--- src/logic/ee_defs.vh ---
// Constants for the two-wire serial memory slave.
// Assumes a 125 MHz ref_clk; the pins are sampled, never used as clocks.
// Contract
// - Data falling while clock high is a start; every command begins with one.
// - Data rising while clock high is a stop; every operation ends with one.
// - Data changes only while clock low; one bit per clock pulse.
// - Addressed receiver acknowledges each byte on a ninth clock from the master.
// - No acknowledge at all while the internal write cycle runs.
// - Acknowledger holds data low for the whole acknowledge clock high phase.
// - After the master withholds acknowledge, the device releases data high.
// - First byte after start is control: code 1010, three selects, direction.
// - Acknowledge control only on code match and selects equal to select pins.
// - Direction bit one means read, zero means write.
// - Byte write: control, word address into pointer, one data byte, each acknowledged.
// - Stop after write data starts the self-timed write cycle.
// - Under write protection bytes are still acknowledged but the array is unchanged.
// - A protected write still takes the full write cycle time.
// - Page write takes up to fifteen more bytes, held until stop.
// - Each data byte increments only the low four pointer bits.
// - Over sixteen bytes wrap and overwrite; only the last sixteen are kept.
// - Page write past a boundary wraps to the start of that page.
// - Write-protect high protects the whole array; low permits all writes.
// - Low supply detector inhibits all array writes.
// - Sequential read never leaves this device's own 256 bytes.
// - Write cycle ends within five milliseconds after the stop.
`ifndef EE_DEFS_VH
`define EE_DEFS_VH
`define EE_DEV_CODE 4'ha
`define EE_CLK_MHZ 125
`define EE_TWC_MS 5
`define EE_TWC_CYC (`EE_TWC_MS * 1000 * `EE_CLK_MHZ)
`define EE_ARRAY_BYTES 256
`define EE_PAGE_BYTES 16
`define EE_ERASED 8'hff
`endif

--- src/logic/ee_pin_sync.v ---
// Three-stage sampler for pins from outside the ref_clk domain.
// A level is accepted only once stages two and three agree.
`timescale 1ns/1ns
`default_nettype none
module ee_pin_sync #(
  parameter integer WIDTH = 1,
  parameter [WIDTH-1:0] RST_VAL = {WIDTH{1'b1}}
) (
  // Clock and reset
  input wire ref_clk,
  input wire rst,
  // Pins and filtered levels
  input wire [WIDTH-1:0] pin_in,
  output reg [WIDTH-1:0] level_ff
);
  reg [WIDTH-1:0] s1_ff;
  reg [WIDTH-1:0] s2_ff;
  reg [WIDTH-1:0] s3_ff;
  integer i;

  always @(posedge ref_clk) begin
    if (rst) begin
      s1_ff <= RST_VAL;
      s2_ff <= RST_VAL;
      s3_ff <= RST_VAL;
      level_ff <= RST_VAL;
    end else begin
      s1_ff <= pin_in;
      s2_ff <= s1_ff;
      s3_ff <= s2_ff;
      for (i = 0; i < WIDTH; i = i + 1) begin
        // One-cycle glitches never reach the protocol logic
        if (s2_ff[i] == s3_ff[i]) begin
          level_ff[i] <= s3_ff[i];
        end
      end
    end
  end
endmodule // ee_pin_sync
`default_nettype wire

--- src/logic/ee_array.v ---
// Byte array in flip-flops: one write port, combinational read.
// Assumes the caller serialises writes one byte per cycle.
`timescale 1ns/1ns
`default_nettype none
`include "ee_defs.vh"
module ee_array #(
  parameter integer DEPTH = `EE_ARRAY_BYTES
) (
  // Clock and reset
  input wire ref_clk,
  input wire rst,
  // Write port
  input wire wr_en,
  input wire [7:0] wr_addr,
  input wire [7:0] wr_data,
  // Read port
  input wire [7:0] rd_addr,
  output wire [7:0] rd_data
);
  reg [7:0] mem_ff [0:DEPTH-1];
  integer i;

  assign rd_data = mem_ff[rd_addr];

  always @(posedge ref_clk) begin
    if (rst) begin
      for (i = 0; i < DEPTH; i = i + 1) begin
        mem_ff[i] <= `EE_ERASED;
      end
    end else if (wr_en) begin
      mem_ff[wr_addr] <= wr_data;
    end
  end
endmodule // ee_array
`default_nettype wire

--- src/logic/ee_slave.v ---
// Two-wire slave of a 256-byte memory: addressing, byte/page write,
// timed write cycle, write protect, supply inhibit, sequential read.
// Assumes scl/sda are pin levels; sda is open drain, driven low only.
`timescale 1ns/1ns
`default_nettype none
`include "ee_defs.vh"
module ee_slave #(
  parameter integer WC_CYCLES = `EE_TWC_CYC
) (
  // Clock and reset
  input wire ref_clk,
  input wire rst,
  // Two-wire bus
  input wire scl_in,
  input wire sda_in,
  output reg sda_out_ff,
  output reg sda_oe_n_ff,
  // Straps and supply monitor
  input wire select_pin_low,
  input wire select_pin_mid,
  input wire select_pin_high,
  input wire write_protect_in,
  input wire supply_low_in,
  // Status
  output reg write_busy_ff
);
  // ==========================================
  // States and phases
  localparam [2:0] ST_IDLE = 3'h0;
  localparam [2:0] ST_RX = 3'h1;
  localparam [2:0] ST_ACK1 = 3'h2;
  localparam [2:0] ST_ACK2 = 3'h3;
  localparam [2:0] ST_TX = 3'h4;
  localparam [2:0] ST_TXACK = 3'h5;
  localparam [2:0] ST_TXW = 3'h6;
  localparam [1:0] PH_CTRL = 2'h0;
  localparam [1:0] PH_ADDR = 2'h1;
  localparam [1:0] PH_DATA = 2'h2;
  localparam [19:0] WC_LAST = WC_CYCLES[19:0] - 20'h00001;

  // ==========================================
  // Pin sampling
  wire [6:0] lvl;
  wire scl_f = lvl[0];
  wire sda_f = lvl[1];
  wire wp_f = lvl[2];
  wire low_f = lvl[3];
  wire [2:0] sel_f = lvl[6:4];

  ee_pin_sync #(.WIDTH(7), .RST_VAL(7'h0f)) u_sync (
    .ref_clk(ref_clk),
    .rst(rst),
    .pin_in({select_pin_high, select_pin_mid, select_pin_low,
             supply_low_in, write_protect_in, sda_in, scl_in}),
    .level_ff(lvl)
  );

  reg scl_q_ff;
  reg sda_q_ff;
  wire scl_rise = scl_f & ~scl_q_ff;
  wire scl_fall = ~scl_f & scl_q_ff;
  wire start_det = scl_f & scl_q_ff & sda_q_ff & ~sda_f;
  wire stop_det = scl_f & scl_q_ff & ~sda_q_ff & sda_f;

  // ==========================================
  // State
  reg [2:0] state_ff;
  reg [1:0] phase_ff;
  reg [2:0] bit_cnt_ff;
  reg [7:0] shift_ff;
  reg ack_ok_ff;
  reg [7:0] addr_ff;
  reg [7:0] pbuf_ff [0:15];
  reg [15:0] valid_ff;
  reg [19:0] wc_cnt_ff;
  reg [4:0] cidx_ff;
  reg wp_lat_ff;
  integer i;

  wire [7:0] rx_byte = {shift_ff[6:0], sda_f};
  wire [7:0] rd_data;

  // Commit walks the page buffer one byte per cycle inside the timed window
  wire wr_en = write_busy_ff & ~cidx_ff[4] & valid_ff[cidx_ff[3:0]]
               & ~wp_lat_ff & ~low_f;

  ee_array u_array (
    .ref_clk(ref_clk),
    .rst(rst),
    .wr_en(wr_en),
    .wr_addr({addr_ff[7:4], cidx_ff[3:0]}),
    .wr_data(pbuf_ff[cidx_ff[3:0]]),
    .rd_addr(addr_ff),
    .rd_data(rd_data)
  );

  // ==========================================
  // Protocol engine
  always @(posedge ref_clk) begin
    if (rst) begin
      scl_q_ff <= 1'b1;
      sda_q_ff <= 1'b1;
      sda_out_ff <= 1'b0;
      sda_oe_n_ff <= 1'b1;
      write_busy_ff <= 1'b0;
      state_ff <= ST_IDLE;
      phase_ff <= PH_CTRL;
      bit_cnt_ff <= 3'h0;
      shift_ff <= 8'h00;
      ack_ok_ff <= 1'b0;
      addr_ff <= 8'h00;
      valid_ff <= 16'h0000;
      wc_cnt_ff <= 20'h00000;
      cidx_ff <= 5'h00;
      wp_lat_ff <= 1'b1;
      for (i = 0; i < 16; i = i + 1) begin
        pbuf_ff[i] <= 8'h00;
      end
    end else begin
      scl_q_ff <= scl_f;
      sda_q_ff <= sda_f;
      sda_out_ff <= 1'b0;
      // Write cycle timer; protected writes run the full time too
      if (write_busy_ff) begin
        if (!cidx_ff[4]) begin
          cidx_ff <= cidx_ff + 5'h01;
        end
        wc_cnt_ff <= wc_cnt_ff + 20'h00001;
        if (wc_cnt_ff == WC_LAST) begin
          write_busy_ff <= 1'b0;
          valid_ff <= 16'h0000;
        end
      end
      if (start_det) begin
        state_ff <= ST_RX;
        phase_ff <= PH_CTRL;
        bit_cnt_ff <= 3'h0;
        sda_oe_n_ff <= 1'b1;
      end else if (stop_det) begin
        state_ff <= ST_IDLE;
        sda_oe_n_ff <= 1'b1;
        if (phase_ff == PH_DATA && valid_ff != 16'h0000 && !write_busy_ff) begin
          write_busy_ff <= 1'b1;
          wc_cnt_ff <= 20'h00000;
          cidx_ff <= 5'h00;
          wp_lat_ff <= wp_f;
        end
      end else begin
        case (state_ff)
          ST_RX: begin
            if (scl_rise) begin
              shift_ff <= rx_byte;
              bit_cnt_ff <= bit_cnt_ff + 3'h1;
              if (bit_cnt_ff == 3'h7) begin
                state_ff <= ST_ACK1;
                ack_ok_ff <= 1'b1;
                case (phase_ff)
                  PH_CTRL: begin
                    if (rx_byte[7:4] != `EE_DEV_CODE || rx_byte[3:1] != sel_f) begin
                      state_ff <= ST_IDLE;
                    end
                    ack_ok_ff <= ~write_busy_ff;
                  end
                  PH_ADDR: begin
                    addr_ff <= rx_byte;
                    valid_ff <= 16'h0000;
                  end
                  default: begin
                    // Low nibble only: page wrap, last sixteen win
                    pbuf_ff[addr_ff[3:0]] <= rx_byte;
                    valid_ff[addr_ff[3:0]] <= 1'b1;
                    addr_ff[3:0] <= addr_ff[3:0] + 4'h1;
                  end
                endcase
              end
            end
          end
          ST_ACK1: begin
            if (scl_fall) begin
              sda_oe_n_ff <= ~ack_ok_ff;
              state_ff <= ST_ACK2;
            end
          end
          ST_ACK2: begin
            if (scl_fall) begin
              sda_oe_n_ff <= 1'b1;
              bit_cnt_ff <= 3'h0;
              state_ff <= ST_RX;
              if (!ack_ok_ff) begin
                state_ff <= ST_IDLE;
              end else if (phase_ff == PH_CTRL) begin
                if (shift_ff[0]) begin
                  shift_ff <= rd_data;
                  sda_oe_n_ff <= rd_data[7];
                  state_ff <= ST_TX;
                end else begin
                  phase_ff <= PH_ADDR;
                end
              end else begin
                phase_ff <= PH_DATA;
              end
            end
          end
          ST_TX: begin
            if (scl_rise) begin
              bit_cnt_ff <= bit_cnt_ff + 3'h1;
              if (bit_cnt_ff == 3'h7) begin
                // Full 8-bit wrap keeps reads inside this device
                addr_ff <= addr_ff + 8'h01;
                state_ff <= ST_TXACK;
              end
            end else if (scl_fall) begin
              shift_ff <= {shift_ff[6:0], 1'b1};
              sda_oe_n_ff <= shift_ff[6];
            end
          end
          ST_TXACK: begin
            if (scl_fall) begin
              sda_oe_n_ff <= 1'b1;
            end else if (scl_rise) begin
              state_ff <= sda_f ? ST_IDLE : ST_TXW;
            end
          end
          ST_TXW: begin
            if (scl_fall) begin
              shift_ff <= rd_data;
              sda_oe_n_ff <= rd_data[7];
              bit_cnt_ff <= 3'h0;
              state_ff <= ST_TX;
            end
          end
          default: begin
            sda_oe_n_ff <= 1'b1;
          end
        endcase
      end
    end
  end
endmodule // ee_slave
`default_nettype wire

--- config.mk ---
export PLATFORM = sky130hd
export DESIGN_NAME = ee_slave
export DESIGN_NICKNAME = d
export VERILOG_FILES = /design/src/logic/ee_pin_sync.v /design/src/logic/ee_array.v /design/src/logic/ee_slave.v
export VERILOG_INCLUDE_DIRS = /design/src /design/src/logic
export SDC_FILE = /design/constraint.sdc
export NUM_CORES = 2
export LEC_CHECK = 0
export ABC_AREA = 1
export BUFFER_PORTS_ARGS = -buffer_cell sky130_fd_sc_hd__buf_2
export CORE_UTILIZATION = 50
export DETAILED_ROUTE_END_ITERATION = 10
export PLACE_DENSITY_LB_ADDON = 0.05
export SYNTH_ARGS = -nofsm -noshare
export SYNTH_HDL_FRONTEND = slang
export SYNTH_SLANG_ARGS = --single-unit
--- constraint.sdc ---
create_clock -name ref_clk -period 3 [get_ports ref_clk]
set_input_delay 0.15 -clock ref_clk [delete_from_list [all_inputs] [get_ports ref_clk]]
set_output_delay 0.15 -clock ref_clk [all_outputs]
set_load 0.01 [all_outputs]
==> metrics.csv <==
metric,value,unit
dominant cell type by area after synthesis,edfxtp_1,
"setup slack, reg-to-reg",0.03,ns
worst skew pair latency,0.90,ns
peak supply drop,0.621,mV
Max clock buf depth,3,
Layout Skew,0.0355,ns
Sequential Power Share,51.4,%
Slew HR,28.3,%
Post-Syn Instances,11411,
Iteration-0 DRC Markers,9254,
Core Box Area,210000,µm²
ys async rst share,0,%
"top cells by area, synth","edfxtp_1 62%, nand2_1 14%, nor2_1 7.7%, o21ai_0 6.1%, buf_2 1.9%",
Num CTS Buffers,239,
Worst-path clk slew,0.06,ns
H-tree levels,4,
Psw,0.0175,W
Ports,12,
leakage power,44.8,nW
final wirelength,340000,µm
total number of vias,82563,
Mapped Area,105000,µm²
GRT overflow,0,
vias per inst,5.59,
hold_sp,u_sync.s1_ff[1]$_SDFF_PP1_,
status,finished clean,
crit path launch type,flip-flop,
die width,461,µm
row cnt,168,
"Arr. time, crit path",3.74,ns
Final HPWL DP,223000,µm
die height,461,µm
full die area,213000,µm²
top_reg_cell synth,edfxtp_1,
Hold Fails Final Rpt,0,
Synth Net Count,11432,
CTS root buf,clkbuf_16,
post-route cell area,122000,µm²
RePlAce Congestion,0.952,
Max Slew Vio Count,0,
worst-case reg-to-reg path depth,18,
Switching Fraction,24.4,%
Critical Path RT,3.77,ns
Starting Density,50.3,%
Post-DRT Antenna Nets,0,
drc violations,0,
largest net degree at the start of global routing,84,
Post-synth EDFFs,2176,
R2R Path Start,addr_ff[0]$_SDFFE_PP0P_,
Clock power frac,40.4,%
power density over cell area,587,nW/µm²
Area after DPL,114000,µm²
CTS tree,done,
area share of the largest cell type after synthesis,62.0,%
Synth-to-Final Area Change,15.7,%
critical-path maximum fanout,34,
Final period util,99.0,%
Comb pwr share,8.2,%
worst-margin pin slew,1.06,ns
RSZ-0062 raised after global routing,yes,
I/O Buffers,10,
final setup vio count,0,
WHS Path Cells,1,
clock sink total,2274,
Ys Warns,0,
"most common cell after layout, fill and taps aside",nand2_1,
Global Route Usage Sum,31.8,%
"Endpoint, Worst Hold",u_sync.s2_ff[1]$_SDFF_PP1_,
max cap viols,0,
proportion of layout cells with a drive suffix above 1,12.0,%
global-route wire length before repair,502000,µm
sequential fraction of the synthesis area,63.9,%
routed len/inst,23.0,µm
Worst Hold Class,reg2reg,
syn_area_per_cell,9.23,µm²
synth unique cells,48,
internal power,0.0541,W
Final Core Density,58.1,%
Seq cells post-synth,2274,
RR Endpoint,sda_oe_n_ff$_SDFFE_PP1P_,
Power Total,0.0716,W
Nets,11776,
number of global-route vias before repair,79706,
drt pass-1 iters,7,
WS Path Type,reg2reg,
fmax,337,MHz
initial antenna violation count,7,
crit path capture type,flip-flop,
most frequent cells in the layout,"3987 x nand2_1, 2176 x edfxtp_1, 2114 x nor2_1",
Final Critical Period,2.97,ns
[stage by stage]
stage                     setup WS, ns  instances  hold WS, ns  TNS [ns]
final                           0.0312      14778        0.414         0
after global routing            -0.126      14778        0.428     -2.28
after CTS                      0.00186      14769        0.413         0
after detailed placement        -0.284      14295        0.335     -7.19
after global placement          -0.212      14295        0.333     -3.54
after floorplan                 0.0761      11411        0.254         0
[cell type report]
class                      instances  area [µm²]
fill                           18404       87700
clock inverter                   173        1310
tap                             2805        3510
multi-input combinational       8001       33400
sequential                      2274       67300
timing repair buffer             892        8700
antenna                            3        7.51
clock buffer                     283        6250
inverter                         347        1340
[critical path: stages (launching register included)]
cell and delay (ns):
dfxtp_4 0.52, buf_12 0.28, buf_4 0.24, nand2_1 0.06, nand3_1 0.07, nand2_1 0.07, nand2_1 0.08, nand2_1 0.07
nor2_2 0.23, nor2_1 0.08, nor2_1 0.13, buf_4 0.15, nand2_1 0.11, nand2_1 0.14, nand2_1 0.08, o21bai_1 0.24
nand2_1 0.09, nand2_1 0.06, nand2_1 0.04
[kinds of logic after synthesis]
family	Yosys count	synth area share, %
AO/OA/AOI/OAI	1548	7.61
other	1	0.00356
AND/OR/NAND/NOR	6426	23.6
adder cells (fa/ha/maj)	13	0.152
buffers and inverters	1136	4.68
XOR/XNOR	13	0.108
flip-flops	2274	63.9
[repair_timing]
action | CTS | global route
hold endpoints to repair | 23 | 0
pin swaps | 0 | 0
gates resized for setup | 16 | 99
gates cloned | 0 | 4
setup endpoints to repair | 61 | 722
hold buffers | 18 | 0
buffers inserted | 0 | 2
[state kept, by name, indices dropped and copies added, names as in the netlist]
signal,flops
ack_ok_ff,1
addr_ff,8
bit_cnt_ff,3
cidx_ff,5
pbuf_ff,128
phase_ff,2
scl_q_ff,1
sda_oe_n_ff,1
sda_q_ff,1
shift_ff,7
state_ff,3
u_array.mem_ff,2048
u_sync.level_ff,7
u_sync.s1_ff,7
u_sync.s2_ff,7
u_sync.s3_ff,7
valid_ff,16
wc_cnt_ff,20
wp_lat_ff,1
write_busy_ff,1
[layer usage]
| layer | GRT usage, % | vias up | wire length, µm |
|---|---|---|---|
| li1 | - | 38279 | - |
| met1 | 43.5 | 40265 | 140000 |
| met2 | 50.4 | 3398 | 157000 |
| met3 | 5.22 | 617 | 28800 |
| met4 | 12.7 | 4 | 14200 |
| met5 | 0 | - | 16 |
[worst max-delay path by stage]
stage | startpoint | end | cells after the start
global placement | addr_ff[0]$_SDFFE_PP0P_ | shift_ff[2]$_SDFFE_PP0P_ | 16
CTS | cidx_ff[1]$_SDFF_PP0_ | u_array.mem_ff[176][6]$_SDFFCE_PN1P_ | 14
global route | cidx_ff[1]$_SDFF_PP0_ | u_array.mem_ff[249][0]$_SDFFCE_PN1P_ | 13
detailed placement | cidx_ff[0]$_SDFF_PP0_ | u_array.mem_ff[180][5]$_SDFFCE_PN1P_ | 12
floorplan | cidx_ff[0]$_SDFF_PP0_ | u_array.mem_ff[18][0]$_SDFFCE_PN1P_ | 12
finish | addr_ff[0]$_SDFFE_PP0P_ | sda_oe_n_ff$_SDFFE_PP1P_ | 18
[power groups by stage]
stage	Combinational, W	Clock [W]	Sequential [W]
6_report	0.00590	0.0289	0.0368
5_1_grt	0.00626	0.0304	0.0369
4_1_cts	0.00580	0.0292	0.0368
3_5_place_dp	0.00575	0	0.0374
3_3_place_gp	0.00570	0	0.0374
2_1_floorplan	0.00269	0	0.0372
[synthesized netlist by cell type, drive strengths merged, types with 4 or more instances]
| cell type | number |
|---|---|
| a21oi | 63 |
| inv | 336 |
| nand2 | 3988 |
| ha | 12 |
| buf | 458 |
| nand3 | 96 |
| a221oi | 11 |
| xnor2 | 4 |
| nor4 | 11 |
| a22o | 8 |
| nand4 | 19 |
| nor3 | 21 |
| xor2 | 9 |
| clkinv | 11 |
| nor2 | 2273 |
| a211oi | 10 |
| dfxtp | 98 |
| or2 | 14 |
| edfxtp | 2176 |
| o21ai | 1385 |
| clkbuf | 331 |
| o22ai | 51 |
Power figures use the tool's default switching activity.
